==> config.mk <==
export PLATFORM = sky130hd
export DESIGN_NAME = asc_port
export DESIGN_NICKNAME = d
export VERILOG_FILES = /design/src/rtl/asc_pkg.sv /design/src/rtl/asc_sync.sv /design/src/rtl/asc_port.sv
export SDC_FILE = /design/constraint.sdc
export NUM_CORES = 1
export LEC_CHECK = 0
export BUFFER_PORTS_ARGS = -buffer_cell sky130_fd_sc_hd__buf_2
export CAP_MARGIN = 0
export CORE_UTILIZATION = 52
export DETAILED_ROUTE_END_ITERATION = 10
export PLACE_DENSITY = 0.81
export REMOVE_ABC_BUFFERS = 1
export SKIP_CTS_REPAIR_TIMING = 1
export SLEW_MARGIN = 20
export SYNTH_ARGS = -nofsm -noshare
export SYNTH_HDL_FRONTEND = slang
export SYNTH_SLANG_ARGS = --single-unit
==> constraint.sdc <==
create_clock -name clock -period 2 [get_ports clock]
set_input_delay 0.4 -clock clock [delete_from_list [all_inputs] [get_ports clock]]
set_output_delay 0.4 -clock clock [all_outputs]
set_load 0.05 [all_outputs]
==> src/rtl/asc_pkg.sv <==
package asc_pkg;

  // Widths of the converter result, channel address and input data register
  localparam int RES_W  = 12;
  localparam int ADDR_W = 4;
  localparam int DIN_W  = 8;
  localparam int N_EXT  = 11;
  localparam int CNT_W  = 5;
  localparam int CONV_W = 9;

  // Serial clock edge counts that mark the phases of a transfer
  localparam logic [CNT_W-1:0] ADDR_RISES  = 5'h04;
  localparam logic [CNT_W-1:0] DIN_RISES   = 5'h08;
  localparam logic [CNT_W-1:0] SAMPLE_FALL = 5'h04;

  // Transfer length select codes and the clock counts they give
  localparam logic [1:0]       LEN_SEL_8  = 2'h1;
  localparam logic [1:0]       LEN_SEL_16 = 2'h3;
  localparam logic [CNT_W-1:0] LEN_8      = 5'h08;
  localparam logic [CNT_W-1:0] LEN_12     = 5'h0C;
  localparam logic [CNT_W-1:0] LEN_16     = 5'h10;

  // Self-test selections and the codes they convert to
  localparam logic [ADDR_W-1:0] SEL_TEST_MID = 4'hB;
  localparam logic [ADDR_W-1:0] SEL_TEST_LO  = 4'hC;
  localparam logic [ADDR_W-1:0] SEL_TEST_HI  = 4'hD;
  localparam logic [RES_W-1:0]  TEST_MID     = 12'h800;
  localparam logic [RES_W-1:0]  TEST_LO      = 12'h000;
  localparam logic [RES_W-1:0]  TEST_HI      = 12'hFFF;
  localparam logic [RES_W-1:0]  CODE_NONE    = 12'h000;

  // Conversion time; a longest time rounds down to whole cycles
  localparam int CONV_TIME_NS  = 10000;
  localparam int CLK_PERIOD_NS = 20;
  localparam int CONV_CYC      = (CONV_TIME_NS / CLK_PERIOD_NS < 1) ? 1
                                 : CONV_TIME_NS / CLK_PERIOD_NS;
  localparam logic [CONV_W-1:0] CONV_LAST = CONV_W'(CONV_CYC - 1);

  // Reset value of the pin synchroniser, order {data_in, io_clk, cs_n}
  localparam logic [2:0] SYNC_RST = 3'h1;

  typedef enum logic [2:0] {
    LK_IDLE  = 3'b001,
    LK_SHIFT = 3'b010,
    LK_DONE  = 3'b100
  } asc_link_e;

  typedef struct packed {
    asc_link_e          link;
    logic               ck_prev;
    logic               cs_prev;
    logic [CNT_W-1:0]   rise_cnt;
    logic [CNT_W-1:0]   fall_cnt;
    logic [CNT_W-1:0]   len;
    logic [DIN_W-1:0]   in_sr;
    logic [ADDR_W-1:0]  mux_sel;
    logic [RES_W-1:0]   out_sr;
    logic               dout;
    logic               oe;
    logic               sampling;
    logic [RES_W-1:0]   held;
    logic [RES_W-1:0]   result;
    logic               conv_busy;
    logic [CONV_W-1:0]  conv_cnt;
    logic               eoc;
  } asc_state_s;

  localparam asc_state_s ASC_STATE_RST = '{
    link:      LK_IDLE,
    ck_prev:   1'b0,
    cs_prev:   1'b1,
    rise_cnt:  5'h00,
    fall_cnt:  5'h00,
    len:       LEN_12,
    in_sr:     8'h00,
    mux_sel:   4'h0,
    out_sr:    12'h000,
    dout:      1'b0,
    oe:        1'b0,
    sampling:  1'b0,
    held:      12'h000,
    result:    12'h000,
    conv_busy: 1'b0,
    conv_cnt:  9'h000,
    eoc:       1'b1
  };

endpackage

==> src/rtl/asc_sync.sv <==
`timescale 1ns/1ps
module asc_sync #(
  parameter int             W   = 1,
  parameter logic [W-1:0]   RST = '0
) (
  input  wire logic         clock,
  input  wire logic         rstn,
  input  wire logic [W-1:0] d,
  output logic      [W-1:0] q
);

  logic [W-1:0] meta_reg;

  // Two stages; only the second stage is visible outside
  always_ff @(posedge clock or negedge rstn) begin
    if (!rstn) begin
      meta_reg <= RST;
      q        <= RST;
    end else begin
      meta_reg <= d;
      q        <= meta_reg;
    end
  end

endmodule

==> src/rtl/asc_port.sv <==
`timescale 1ns/1ps
module asc_port
  import asc_pkg::*;
(
  input  wire logic                          clock,
  input  wire logic                          rstn,
  input  wire logic                          cs_n,
  input  wire logic                          io_clk,
  input  wire logic                          data_in,
  output logic                               data_out,
  output logic                               data_out_oe,
  output logic                               eoc,
  input  wire logic                          msb_first,
  input  wire logic                          bipolar,
  input  wire logic [1:0]                    len_sel,
  input  wire logic [asc_pkg::N_EXT-1:0][asc_pkg::RES_W-1:0] analog_inputs,
  output logic      [asc_pkg::ADDR_W-1:0]    mux_sel,
  output logic                               sampling,
  output logic      [asc_pkg::DIN_W-1:0]     input_reg
);
  import asc_pkg::*;

  asc_state_s        state_reg;
  asc_state_s        state_next;
  logic [2:0]        pins_s;
  logic              cs_s;
  logic              ck_s;
  logic              di_s;
  logic              ck_rise;
  logic              ck_fall;
  logic              cs_fall;
  logic              cs_rise;
  logic              last_fall;
  logic [CNT_W-1:0]  fall_inc;
  logic [CNT_W-1:0]  len_now;
  logic [RES_W-1:0]  mux_code;
  logic [RES_W-1:0]  conv_fmt;
  logic [RES_W-1:0]  first_word;

  // Pins come from the host's domain, so all three pass two flops
  asc_sync #(
    .W   (3),
    .RST (SYNC_RST)
  ) u_sync (
    .clock (clock),
    .rstn  (rstn),
    .d     ({data_in, io_clk, cs_n}),
    .q     (pins_s)
  );

  assign cs_s = pins_s[0];
  assign ck_s = pins_s[1];
  assign di_s = pins_s[2];

  // Edge finders on the synchronised levels
  assign ck_rise   = ck_s & ~state_reg.ck_prev;
  assign ck_fall   = ~ck_s & state_reg.ck_prev;
  assign cs_fall   = ~cs_s & state_reg.cs_prev;
  assign cs_rise   = cs_s & ~state_reg.cs_prev;
  assign fall_inc  = state_reg.fall_cnt + 5'h01;
  assign last_fall = (state_reg.link == LK_SHIFT) && !cs_rise && ck_fall
                     && (fall_inc == state_reg.len);

  // Transfer length from the select code, taken at each start
  always_comb begin
    unique case (len_sel)
      LEN_SEL_8:  len_now = LEN_8;
      LEN_SEL_16: len_now = LEN_16;
      default:    len_now = LEN_12;
    endcase
  end

  // Input multiplexer; addresses past the self-tests select nothing
  always_comb begin
    mux_code = CODE_NONE;
    if (state_reg.mux_sel < ADDR_W'(N_EXT)) begin
      mux_code = analog_inputs[state_reg.mux_sel];
    end else if (state_reg.mux_sel == SEL_TEST_MID) begin
      mux_code = TEST_MID;
    end else if (state_reg.mux_sel == SEL_TEST_LO) begin
      mux_code = TEST_LO;
    end else if (state_reg.mux_sel == SEL_TEST_HI) begin
      mux_code = TEST_HI;
    end
  end

  // Bipolar flips the top bit: offset binary about mid-scale to signed
  assign conv_fmt = bipolar ? {~state_reg.held[RES_W-1], state_reg.held[RES_W-2:0]}
                            : state_reg.held;

  // Lsb-first order is a bit-reversed load, so shifting stays one way
  always_comb begin
    first_word = state_reg.result;
    if (!msb_first) begin
      for (int i = 0; i < RES_W; i++) begin
        first_word[i] = state_reg.result[RES_W-1-i];
      end
    end
  end

  // Next state of the link and the converter
  always_comb begin
    state_next         = state_reg;
    state_next.ck_prev = ck_s;
    state_next.cs_prev = cs_s;
    state_next.oe      = ~cs_s;

    // Track the selected input while sampling; last value is held
    if (state_reg.sampling) begin
      state_next.held = mux_code;
    end

    // Conversion runs on the local clock once handed over
    if (state_reg.conv_busy) begin
      if (state_reg.conv_cnt == CONV_LAST) begin
        state_next.conv_busy = 1'b0;
        state_next.conv_cnt  = '0;
        state_next.result    = conv_fmt;
        state_next.eoc       = 1'b1;
      end else begin
        state_next.conv_cnt = state_reg.conv_cnt + 9'h001;
      end
    end

    unique case (state_reg.link)
      LK_IDLE: begin
        if (cs_fall) begin
          state_next.link     = LK_SHIFT;
          state_next.rise_cnt = '0;
          state_next.fall_cnt = '0;
          state_next.in_sr    = '0;
          state_next.len      = len_now;
          state_next.out_sr   = first_word;
          state_next.dout     = first_word[RES_W-1];
        end
      end
      LK_SHIFT: begin
        if (cs_rise) begin
          // Early end: no conversion, sampling dropped
          state_next.link     = LK_IDLE;
          state_next.sampling = 1'b0;
        end else begin
          if (ck_rise && (state_reg.rise_cnt < DIN_RISES)) begin
            state_next.in_sr    = {state_reg.in_sr[DIN_W-2:0], di_s};
            state_next.rise_cnt = state_reg.rise_cnt + 5'h01;
            if (state_reg.rise_cnt == ADDR_RISES - 5'h01) begin
              state_next.mux_sel = {state_reg.in_sr[ADDR_W-2:0], di_s};
            end
          end
          if (ck_fall) begin
            state_next.fall_cnt = fall_inc;
            state_next.out_sr   = {state_reg.out_sr[RES_W-2:0], 1'b0};
            state_next.dout     = state_reg.out_sr[RES_W-2];
            if (fall_inc == SAMPLE_FALL) begin
              state_next.sampling = 1'b1;
            end
            if (last_fall) begin
              state_next.sampling  = 1'b0;
              state_next.conv_busy = 1'b1;
              state_next.conv_cnt  = '0;
              state_next.eoc       = 1'b0;
              state_next.link      = LK_DONE;
            end
          end
        end
      end
      LK_DONE: begin
        // Extra clocks are ignored until select goes high
        if (cs_rise) begin
          state_next.link = LK_IDLE;
        end
      end
      default: begin
        state_next.link = LK_IDLE;
      end
    endcase
  end

  // All state in one register
  always_ff @(posedge clock or negedge rstn) begin
    if (!rstn) begin
      state_reg <= ASC_STATE_RST;
    end else begin
      state_reg <= state_next;
    end
  end

  // Outputs straight from flops
  assign data_out    = state_reg.dout;
  assign data_out_oe = state_reg.oe;
  assign eoc         = state_reg.eoc;
  assign mux_sel     = state_reg.mux_sel;
  assign sampling    = state_reg.sampling;
  assign input_reg   = state_reg.in_sr;

  a_oe_off_high: assert property (
    @(posedge clock) disable iff (!rstn)
    cs_s |=> !data_out_oe)
    else $error("serial output driven while select high");

  a_oe_on_low: assert property (
    @(posedge clock) disable iff (!rstn)
    !cs_s |=> data_out_oe)
    else $error("serial output floating while select low");

  a_start_clear: assert property (
    @(posedge clock) disable iff (!rstn)
    (cs_fall && state_reg.link == LK_IDLE) |=>
      (state_reg.rise_cnt == '0) && (state_reg.fall_cnt == '0)
      && (state_reg.link == LK_SHIFT))
    else $error("counters not cleared at select fall");

  a_first_msb: assert property (
    @(posedge clock) disable iff (!rstn)
    (cs_fall && state_reg.link == LK_IDLE && msb_first) |=>
      data_out == $past(state_reg.result[RES_W-1]))
    else $error("first bit is not the result msb");

  a_first_lsb: assert property (
    @(posedge clock) disable iff (!rstn)
    (cs_fall && state_reg.link == LK_IDLE && !msb_first) |=>
      data_out == $past(state_reg.result[0]))
    else $error("first bit is not the result lsb");

  a_dout_on_fall: assert property (
    @(posedge clock) disable iff (!rstn)
    $changed(data_out) |-> $past(ck_fall || cs_fall))
    else $error("serial output changed away from a falling edge");

  a_idle_frozen: assert property (
    @(posedge clock) disable iff (!rstn)
    (cs_s && state_reg.link != LK_SHIFT) |=>
      $stable(state_reg.rise_cnt) && $stable(state_reg.in_sr))
    else $error("input taken while select high");

  a_addr_capture: assert property (
    @(posedge clock) disable iff (!rstn)
    (state_reg.link == LK_SHIFT && !cs_rise && ck_rise
      && state_reg.rise_cnt == 5'h03) |=>
      mux_sel == $past({state_reg.in_sr[2:0], di_s}))
    else $error("channel address not taken on fourth rise");

  a_sample_start: assert property (
    @(posedge clock) disable iff (!rstn)
    (state_reg.link == LK_SHIFT && !cs_rise && ck_fall
      && state_reg.fall_cnt == 5'h03 && !last_fall) |=> sampling)
    else $error("sampling did not start on fourth fall");

  a_handover: assert property (
    @(posedge clock) disable iff (!rstn)
    last_fall |=> !eoc && state_reg.conv_busy && !sampling)
    else $error("last fall did not start a conversion");

  a_eoc_holds: assert property (
    @(posedge clock) disable iff (!rstn)
    $fell(eoc) |-> !eoc [*8])
    else $error("end of conversion rose too early");

  a_conv_time: assert property (
    @(posedge clock) disable iff (!rstn)
    $fell(eoc) |-> ##[1:500] eoc)
    else $error("conversion took longer than ten microseconds");

  a_bipolar_fmt: assert property (
    @(posedge clock) disable iff (!rstn)
    (state_reg.conv_busy && state_reg.conv_cnt == CONV_LAST && bipolar) |=>
      state_reg.result[RES_W-1] == !$past(state_reg.held[RES_W-1]))
    else $error("bipolar result sign bit wrong");

  a_abort_idle: assert property (
    @(posedge clock) disable iff (!rstn)
    (state_reg.link == LK_SHIFT && cs_rise) |=>
      (state_reg.link == LK_IDLE) && !sampling)
    else $error("early select rise did not end the transfer");

  a_test_high: assert property (
    @(posedge clock) disable iff (!rstn)
    (state_reg.sampling && state_reg.mux_sel == SEL_TEST_HI) |=>
      state_reg.held == TEST_HI)
    else $error("high self-test voltage not selected");

  a_eoc_on_done: assert property (
    @(posedge clock) disable iff (!rstn)
    $rose(eoc) |-> $past(state_reg.conv_busy))
    else $error("end of conversion rose with no conversion running");

  a_len_bound: assert property (
    @(posedge clock) disable iff (!rstn)
    (state_reg.link == LK_SHIFT) |-> (state_reg.fall_cnt < state_reg.len))
    else $error("transfer ran past its programmed length");

endmodule

==> summary.md, run 1 <==
| Metric | Value |
|---|---|
| Post-synth top flop | dfrtp_1 |
| CTS tree | yes |
| # fillers | 772 |
| Sequential share of power | 49.9% |
| Post-synth EDFFs | 0 |
| Worst R2R Setup Slack | 0.13 ns |
| Mapped Cells | 418 |
| DIE HEIGHT | 101.2 um |
| Status | finished, violations left |
| Wire per inst | 17.55 um |
| Share of cells above drive strength 1 | 47.87% |
| Final setup fails | 0 |
| GRT Total Usage | 25.06% |
| Critical-path maximum fanout | 13 |
| Synth-to-layout area growth | 20.45% |
| DRC violation count after routing | 0 |
| Final Hold Vio Count | 28 |
| Hold_ws | -0.02263 ns |
| Cell family with most CP delay | flip-flops |
| Simple-gate share of the synthesized area | 9.342% |
| Setup TNS | 0 ns |
| # IOs | 157 |
| Register area share after synthesis | 41.75% |
| Mux cell area share after synthesis | 23.99% |
| Worst Path Buf+Inv | 2 |
| Crit. path cell count | 2 |
| Adder-cell share of the synthesized area | 0.9782% |
| Critical path class | reg2out |
| M3 GR Usage | 3.244% |
| Initial Utilization | 54.59% |
| Final Wtd Congestion | 0.8871 |
| Clk sinks | 85 |
| Worst EP arrival | 1.51 ns |
| Setup crit end kind | primary output |
| #FFs+latches synth | 85 |
| Post-DP HPWL | 9.465 mm |
| Synth Cell Area | 5116 um2 |
| Critical Path Max Stage Delay | 0.61 ns |
| Leak pwr | 2.780 nW |
| Minimum clock period | 1.908 ns |
| Switching power share of the total | 24.72% |
| Grt ovf | 0 |
| CTS clk-pin slew, worst paths | 0.09 ns |
| CTS root buf | clkbuf_8 |
| Die Wd | 101.2 um |
| Comb power frac | 11.9% |
| RSZ-0062 raised after global routing | no |
| Crit path capture | mux_sel[1] |
| Max VDD drop | 0.0003997 V |
| Syn. warnings | 0 |
| Reg2Reg Depth | 5 |
| Largest family of logic cells by synthesized area | multiplexers |
| Period utilization | 95.39% |
| First-pass GRT wire length | 19.53 mm |
| Sw power | 900.4 uW |
| Compound-gate portion of the synthesized area | 14.60% |
| Max_slew headroom | 62.97% |
| Htree depth | 3 |
| Met2 Usage GRT | 43.01% |
| Largest register FFs | 63 |
| Initial antenna violation count | 1 |
| Vias in the first global route | 4,127 |
| Dpl ws | 0.1282 ns |
| Max-cap violations | 0 |
| # rows | 35 |
| Element type at the critical path start | flip-flop |
| Drt initial violations | 129 |
| Routed via count | 3,993 |
| Largest net degree at the start of global routing | 40 |
| Worst Setup SP | mux_sel[1]$_DFFE_PN0P_ |
| CTS Buf Count | 9 |
| Failing checks | negative hold slack |
| Clock share of power | 38.2% |
| Most crowded layer after global routing | met2 |
| Die area | 10,240 um2 |
| PD cells | 591.0 nW/um2 |
| Internal | 2.742 mW |
| Max Clk Rate | 0.5241 GHz |
| Count of cell types in the netlist | 58 |
| Antenna viol nets, final | 0 |
| Class of the worst hold path | in2async |
| CP Cell Sequence | buf_4 -> buf_2 |
| Fin. max-slew vios | 0 |
| Slew @ Worst Pin | 0.5548 ns |
| Core area | 9371 um2 |
| Maximum root-to-sink buffer count | 2 |
| DRT Wirelength | 12.18 mm |
| Worst path slowest cell | dfrtp_2 |
| Worst reg2reg endpoint | state_reg[6]$_DFF_PN0_ |
| Worst-Skew Late Latency | 0.36 ns |
| Total chip power | 3.642 mW |
| Met1 GRT Util | 31.16% |
| Syn_area_per_cell | 12.24 um2 |
| Critical Path RT | 1.60 ns |
| Initial DRT Pass Iterations | 4 |
| Port bufs | 156 |
| Max Clock Skew | 0.008444 ns |
| FF-to-FF Start | state_reg[67]$_DFFE_PN0P_ |
| Async S/R FF share, synth | 100.0% |
| Synth Area in XOR/XNOR | 2.568% |
| Final setup margin | 0.09214 ns |
| Final net count | 704 |
| Avg Vias per Cell | 5.754 |
## through the flow
| step | std cells | cell area, um2 | util, % |
|---|---|---|---|
| floorplan | 373 | 4792 | - |
| global placement | 677 | 5924 | 63.22 |
| detailed placement | 677 | 5924 | 63.22 |
| CTS | 693 | 6157 | 65.70 |
| global route | 694 | 6162 | 65.75 |
| finish | 694 | 6162 | 65.75 |
## synth_stat cells (all sizes together) (6+ instances only)
master | n | share of area [%]
buf | 38 | 5.8
nand4 | 6 | 1.0
o21ai | 27 | 2.6
xnor2 | 12 | 2.1
dfrtp | 78 | 38
o21a | 12 | 1.8
a211oi | 8 | 1.8
mux2i | 36 | 7.0
clkbuf | 7 | 0.51
a21oi | 8 | 0.78
dfstp | 7 | 3.6
nand3 | 15 | 1.5
inv | 6 | 0.44
o221ai | 11 | 1.9
mux2 | 29 | 6.4
nor2b | 7 | 0.86
a22o | 8 | 1.4
a2bb2oi | 11 | 1.9
mux4 | 24 | 11
nand2 | 11 | 0.81
nor2 | 13 | 1.2
## power by group through the flow
stage	clock network [mW]	registers, mW	logic, mW
finish	1.39	1.82	0.435
global route	1.48	1.83	0.474
CTS	1.41	1.82	0.436
detailed placement	0	1.85	0.434
global placement	0	1.85	0.418
floorplan	0	1.86	0.176
## cell type report
class | count | area (um2) | area share, %
Sequential cell | 85 | 2138 | 34.70
Tap cell | 129 | 161.4 | 2.619
Inverter | 6 | 22.52 | 0.3655
Clock buffer | 10 | 137.6 | 2.234
Antenna cell | 1 | 2.502 | 0.04061
Timing Repair Buffer | 175 | 963.4 | 15.63
Clock inverter | 6 | 95.09 | 1.543
Multi-Input combinational cell | 282 | 2641 | 42.86
## metal layers
metal	up-vias	routed length, um
li1	1860	-
met1	1957	4970
met2	147	6286
met3	29	551
met4	0	369
met5	-	0
## how the worst min path moves through the flow
stage                                           end  slack (ns)  cells after the start
after CTS                 state_reg[39]$_DFFE_PN0P_       -0.02                      1
after global placement        u_sync.q[1]$_DFF_PN0_        0.33                      0
after global routing         state_reg[4]$_DFF_PN0_       0.007                      1
after floorplan                data_out$_DFFE_PN0P_        0.10                      0
after detailed placement      u_sync.q[2]$_DFF_PN0_        0.34                      0
final                     state_reg[66]$_DFFE_PN0P_       -0.02                      1
## cell families after synthesis
logic type,after synthesis
AO/OA/AOI/OAI,97
buffers and inverters,51
XOR/XNOR,15
flip-flops,85
adder cells (fa/ha/maj),4
AND/OR/NAND/NOR,77
multiplexers,89
## cell usage in the layout, fill, tap and decap left out, types with 7 or more instances in the layout
| cell | synthesis | routed |
|---|---|---|
| a21oi_1 | 8 | 8 |
| a22o_1 | 8 | 8 |
| a2bb2oi_1 | 11 | 11 |
| buf_2 | 12 | 155 |
| buf_4 | 15 | 17 |
| clkbuf_8 | 0 | 10 |
| dfrtp_1 | 78 | 76 |
| dfstp_2 | 7 | 7 |
| mux2_2 | 25 | 25 |
| mux2i_1 | 36 | 36 |
| mux4_2 | 24 | 24 |
| nand2_1 | 11 | 11 |
| nand3_1 | 15 | 15 |
| nor2_1 | 10 | 10 |
| nor2b_1 | 7 | 7 |
| o21a_1 | 12 | 12 |
| o21ai_0 | 27 | 27 |
| o221ai_1 | 11 | 11 |
| xnor2_1 | 12 | 12 |
Note: power is estimated with default switching activity, not from simulation.
==> run 2, diff against run 1 <==
--- a/config.mk
+++ b/config.mk
@@ -7,11 +7,11 @@
 export LEC_CHECK = 0
 export BUFFER_PORTS_ARGS = -buffer_cell sky130_fd_sc_hd__buf_2
 export CAP_MARGIN = 0
-export CORE_UTILIZATION = 52
+export CORE_UTILIZATION = 54
+export CTS_BUF_LIST = sky130_fd_sc_hd__clkbuf_8
 export DETAILED_ROUTE_END_ITERATION = 10
-export PLACE_DENSITY = 0.81
+export PLACE_DENSITY = 0.83
 export REMOVE_ABC_BUFFERS = 1
-export SKIP_CTS_REPAIR_TIMING = 1
 export SLEW_MARGIN = 20
 export SYNTH_ARGS = -nofsm -noshare
 export SYNTH_HDL_FRONTEND = slang
==> constraint.sdc (replaced) <==
create_clock -name clock -period 2 [get_ports clock]
set_input_delay 0.3 -clock clock [delete_from_list [all_inputs] [get_ports clock]]
set_output_delay 0.3 -clock clock [all_outputs]
set_load 0.05 [all_outputs]
==> run 2 against run 1 <==
Against the previous run:
- the run now ends clean
- clock skew is 0.0012 ns higher
- power is 4.0% lower
- worst hold slack better by 0.060 ns
- combinational power is 0.9% higher
- sequential power hardly changed
- routed wire length is 1.5% lower
- global-route usage is 0.27 points higher
- maximum frequency is 2.2% higher
- final cell count is 1.9% lower
- final area is 0.30% lower
- first-iteration DRC count is 2.3% lower
- critical endpoint is now state_reg[72]$_DFFE_PN0P_
==> summary.md, run 2 (same netlist as run 1, synthesis figures left out) <==
| Metric | Value |
|---|---|
| DIE HEIGHT | 99.34 um |
| Final Util | 66.80% |
| Sw power | 881.5 uW |
| Max Clk Rate | 0.5358 GHz |
| Commonest non-fill, non-tap cell in the layout | buf_2 |
| CTS root buf | clkbuf_8 |
| Grt ovf | 0 |
| Met2 Usage GRT | 42.68% |
| Final net count | 707 |
| Htree depth | 3 |
| DRC violation count after routing | 0 |
| Worst EP arrival | 2.11 ns |
| Setup crit end kind | flip-flop |
| Share of cells above drive strength 1 | 47.97% |
| First-pass GRT wire length | 19.59 mm |
| Internal | 2.616 mW |
| Maximum root-to-sink buffer count | 2 |
| Class of the worst hold path | in2reg |
| Sequential share of power | 52.0% |
| Fin. max-slew vios | 0 |
| Setup TNS | 0 ns |
| Hold_ws | 0.03718 ns |
| PD cells | 569.3 nW/um2 |
| CTS Buf Count | 9 |
| Critical Path RT | 2.24 ns |
| Clk sinks | 85 |
| Minimum clock period | 1.866 ns |
| Critical path class | reg2reg |
| # rows | 35 |
| Initial antenna violation count | 3 |
| Initial DRT Pass Iterations | 4 |
| GRT Total Usage | 25.33% |
| Met1 GRT Util | 31.96% |
| Status | complete, no violations |
| Max_slew headroom | 59.63% |
| Slew @ Worst Pin | 0.6055 ns |
| M3 GR Usage | 4.849% |
| Clock share of power | 35.4% |
| DRT Wirelength | 11.99 mm |
| Core area | 9196 um2 |
| Setup repair bufs after CTS | 0 |
| Avg Vias per Cell | 5.828 |
| Most crowded layer after global routing | met2 |
| Die Wd | 99.34 um |
| Max VDD drop | 0.0004350 V |
| CTS tree | yes |
| Critical-path maximum fanout | 11 |
| Routed via count | 3,969 |
| Initial Utilization | 55.63% |
| RSZ-0062 raised after global routing | no |
| Synth-to-layout area growth | 20.08% |
| Comb power frac | 12.6% |
| Die area | 9867 um2 |
| Switching power share of the total | 25.21% |
| Largest register FFs | 63 |
| Worst-Skew Late Latency | 0.35 ns |
| Wire per inst | 17.61 um |
| Vias in the first global route | 3,990 |
| Most frequent cells in the layout | buf_2 (155), dfrtp_1 (75), mux2i_1 (36), o21ai_0 (27), mux2_2 (25) |
| Post-DP HPWL | 9.359 mm |
| Final Hold Vio Count | 0 |
| Leak pwr | 2.776 nW |
| Final setup fails | 0 |
| Final Wtd Congestion | 0.8816 |
| CTS clk-pin slew, worst paths | 0.08 ns |
| # fillers | 695 |
| Drt initial violations | 126 |
| Max-cap violations | 0 |
| Port bufs | 156 |
| Max Clock Skew | 0.009641 ns |
| Period utilization | 93.31% |
| Largest net degree at the start of global routing | 49 |
| Element type at the critical path start | flip-flop |
| Antenna viol nets, final | 0 |
| # IOs | 157 |
run 2: changes by cell type in the layout (fill, tap and decap cells not counted), sizes merged:
| cell | previous run | this run |
|---|---|---|
| dlygate4sd3 | 0 | 1 |
| bufinv | 2 | 1 |
| buf | 175 | 177 |
| diode | 1 | 3 |
| clkinvlp | 2 | 3 |
run 2: power groups by stage:
stage               Sequential [mW]  Clock [mW]  Combinational [mW]
CTS                            1.82        1.26               0.443
global route                   1.83        1.34               0.484
floorplan                      1.86           0               0.176
global placement               1.85           0               0.425
finish                         1.82        1.24               0.439
detailed placement             1.85           0               0.440
run 2: cell type report:
class	count	area, um2	area share [%]
multi-input combinational	282	2639	42.95
sequential	85	2140	34.83
timing repair buffer	178	988.4	16.09
tap	111	138.9	2.261
clock buffer	10	137.6	2.240
clock inverter	6	70.07	1.141
inverter	6	22.52	0.3666
antenna	3	7.507	0.1222
run 2: through the flow:
stage / cells / setup WS [ns] / cell area (um2) / total power [mW]
6_report: 681 / 0.1337 / 6143 / 3.497
2_1_floorplan: 373 / -1.075 / 4792 / 2.039
3_3_place_gp: 661 / 0.1960 / 5917 / 2.272
3_5_place_dp: 661 / 0.1668 / 5917 / 2.290
4_1_cts: 678 / 0.04944 / 6135 / 3.522
5_1_grt: 681 / 0.003247 / 6143 / 3.646
run 2: critical path, cell delays in order, from the launching register on:
cell,delay (ns)
dfstp_2,0.56
and4bb_2,0.29
a31oi_1,0.18
or2_1,0.36
mux2_2,0.38
run 2: worst paths after layout:
path	startpoint	end	slack, ns	cells after the start
max in group asynchronous	rstn	mux_sel[1]$_DFFE_PN0P_	0.86	3
setup / recovery	u_sync.q[0]$_DFF_PN1_	state_reg[72]$_DFFE_PN0P_	0.13	4
hold / removal	cs_n	u_sync.meta_reg[0]$_DFF_PN1_	0.04	1
hold reg to reg	u_sync.meta_reg[1]$_DFF_PN0_	u_sync.q[1]$_DFF_PN0_	0.35	0
setup reg to reg	u_sync.q[0]$_DFF_PN1_	state_reg[72]$_DFFE_PN0P_	0.13	4
min in group asynchronous	rstn	state_reg[66]$_DFFE_PN0P_	0.50	2
run 2: routing by layer:
layer	share of wire, %	up-vias
met2	51	159
met4	2.6	0
li1	-	1868
met1	41	1919
met3	5.3	23
met5	0	-
run 2: repair_timing:
item	in CTS	in global routing
hold endpoints to repair	39	0
endpoints found under the setup margin	0	1
hold buffers	1	0
gates resized for setup	0	1
==> run 3, diff against run 2 <==
--- a/config.mk
+++ b/config.mk
@@ -12,7 +12,6 @@
 export DETAILED_ROUTE_END_ITERATION = 10
 export PLACE_DENSITY = 0.83
 export REMOVE_ABC_BUFFERS = 1
-export SLEW_MARGIN = 20
 export SYNTH_ARGS = -nofsm -noshare
 export SYNTH_HDL_FRONTEND = slang
 export SYNTH_SLANG_ARGS = --single-unit
==> constraint.sdc (replaced) <==
create_clock -name clock -period 2.1 [get_ports clock]
set_input_delay 0.315 -clock clock [delete_from_list [all_inputs] [get_ports clock]]
set_output_delay 0.315 -clock clock [all_outputs]
set_load 0.05 [all_outputs]
==> run 3 against run 2 <==
Against the previous run:
- worst hold slack improved by 0.0074 ns
- first-iteration DRC count increased by 36%
- non-clock buffer count decreased by 7
- final cell count decreased by 1.3%
- core utilization decreased by 0.84 points
- die area unchanged
- global-route usage increased by 0.30 points
- critical path depth decreased by 2
- clock power decreased by 11%
- combinational power decreased by 5.9%
- largest cell class unchanged
==> summary.md, run 3 (same netlist as run 1, synthesis figures left out) <==
| Metric | Value |
|---|---|
| Status | complete, no violations |
| Avg Vias per Cell | 5.957 |
| Final Hold Vio Count | 0 |
| Initial antenna violation count | 1 |
| DRC violation count after routing | 0 |
| CTS Buf Count | 9 |
| DIE HEIGHT | 99.34 um |
| Worst Min Path Start | cs_n |
| Largest register FFs | 63 |
| Fin. max-slew vios | 0 |
| Grt ovf | 0 |
| CTS tree | yes |
| Core area | 9196 um2 |
| # fillers | 704 |
| Max-cap violations | 0 |
| Commonest non-fill, non-tap cell in the layout | buf_2 |
| Antenna viol nets, final | 0 |
| Largest net degree at the start of global routing | 45 |
| Htree depth | 3 |
| PD cells | 535.1 nW/um2 |
| Die Wd | 99.34 um |
| First-pass GRT wire length | 19.73 mm |
| Drt initial violations | 171 |
| Worst-Skew Late Latency | 0.36 ns |
| Post-DP HPWL | 9.065 mm |
| Die area | 9867 um2 |
| Maximum root-to-sink buffer count | 2 |
| Final net count | 700 |
| Max Clock Skew | 0.01064 ns |
| Class of the worst hold path | in2reg |
| Worst R2R Setup Slack | 0.19 ns |
| # IOs | 157 |
| RSZ-0062 raised after global routing | no |
| Routed via count | 4,003 |
| Max VDD drop | 0.0002989 V |
| Port bufs | 156 |
| Wire per inst | 17.74 um |
| Final setup fails | 0 |
| Slew @ Worst Pin | 0.8792 ns |
| Clk sinks | 85 |
| Setup repair bufs after CTS | 0 |
| Final Util | 65.96% |
| Initial Utilization | 55.63% |
| GRT Total Usage | 25.63% |
| DRT Wirelength | 11.92 mm |
| CTS clk-pin slew, worst paths | 0.09 ns |
| Post-route cell area | 6066 um2 |
| Dpl cell area | 5864 um2 |
| Critical path class | reg2out |
| Max Clk Rate | 0.5149 GHz |
| Critical Path RT | 1.78 ns |
| Share of cells above drive strength 1 | 47.14% |
| Worst Setup SP | mux_sel[2]$_DFFE_PN0P_ |
| Final Wtd Congestion | 0.8911 |
| Period utilization | 92.48% |
| Vias in the first global route | 4,098 |
| FF-to-FF Start | u_sync.q[0]$_DFF_PN1_ |
| Initial DRT Pass Iterations | 4 |
| Critical-path maximum fanout | 13 |
| CTS root buf | clkbuf_8 |
| Minimum clock period | 1.942 ns |
| Synth-to-layout area growth | 18.56% |
| Worst EP arrival | 1.63 ns |
| Leak pwr | 2.739 nW |
| Max_slew headroom | 41.26% |
| Post-CTS Resized | 0 |
| Element type at the critical path start | flip-flop |
| # rows | 35 |
| Setup crit end kind | primary output |
| Most frequent cells in the layout | buf_2 (155), dfrtp_1 (76), mux2i_1 (36), o21ai_0 (27), mux2_2 (25) |
## run 3: cell types whose count changed in the layout (fill, tap and decap cells not counted)
cell / previous run / this run
diode_2: 3 / 1
dfrtp_1: 75 / 76
clkinvlp_4: 3 / 1
inv_6: 1 / 4
dfrtp_2: 3 / 2
bufinv_16: 1 / 0
buf_4: 19 / 12
## run 3: power by group
group | switching [mW] | internal, mW | total, mW
combinational | 0.205 | 0.208 | 0.413
clock | 0.621 | 0.481 | 1.10
sequential | 0.0416 | 1.69 | 1.73
## run 3: area by class of cell
class,instances,area [um2],area share [%]
clock inverters,6,51.30,0.8457
flip-flops and latches,85,2138,35.25
clock buffers,10,137.6,2.269
inverters,6,22.52,0.3713
well taps,111,138.9,2.290
diodes,1,2.502,0.04125
repair buffers,171,935.9,15.43
multi-input cells,282,2639,43.50
## run 3: stage by stage
stage	hold slack, ns	setup TNS [ns]	power (mW)	worst slack [ns]	cells
floorplan	0.01941	-27.94	1.942	-0.9749	373
global placement	0.3354	0	2.158	0.2798	654
detailed placement	0.3379	0	2.172	0.1765	654
CTS	0.03341	0	3.277	0.1433	671
global route	0.01689	0	3.397	0.02592	672
finish	0.04462	0	3.246	0.1579	672
## run 3: routing by layer
layer / global-route usage [%] / up-vias / part of all wire (%)
met3: 5.973 / 33 / 4.8
met5: 0 / - / 0
met2: 43.96 / 153 / 51
met4: 10.75 / 0 / 3.4
met1: 31.17 / 1957 / 41
li1: - / 1860 / -
## run 3: worst paths after layout
path,to,cells after the start
worst min-delay path,u_sync.meta_reg[0]$_DFF_PN1_,1
worst min register to register,u_sync.q[1]$_DFF_PN0_,0
min in group asynchronous,data_out_oe$_DFF_PN0_,2
worst max register to register,state_reg[72]$_DFFE_PN0P_,4
max in group asynchronous,state_reg[48]$_DFFE_PN0P_,3
worst max-delay path,mux_sel[2],2
## run 3: worst max-delay path: stages, from the launching register on
cell and delay [ns]:
dfrtp_1 0.69, buf_4 0.28, buf_2 0.29
## run 3: what timing repair did
item,in CTS,in global routing
hold endpoints to repair,36,0
setup endpoints to repair,0,0
hold buffers,1,0
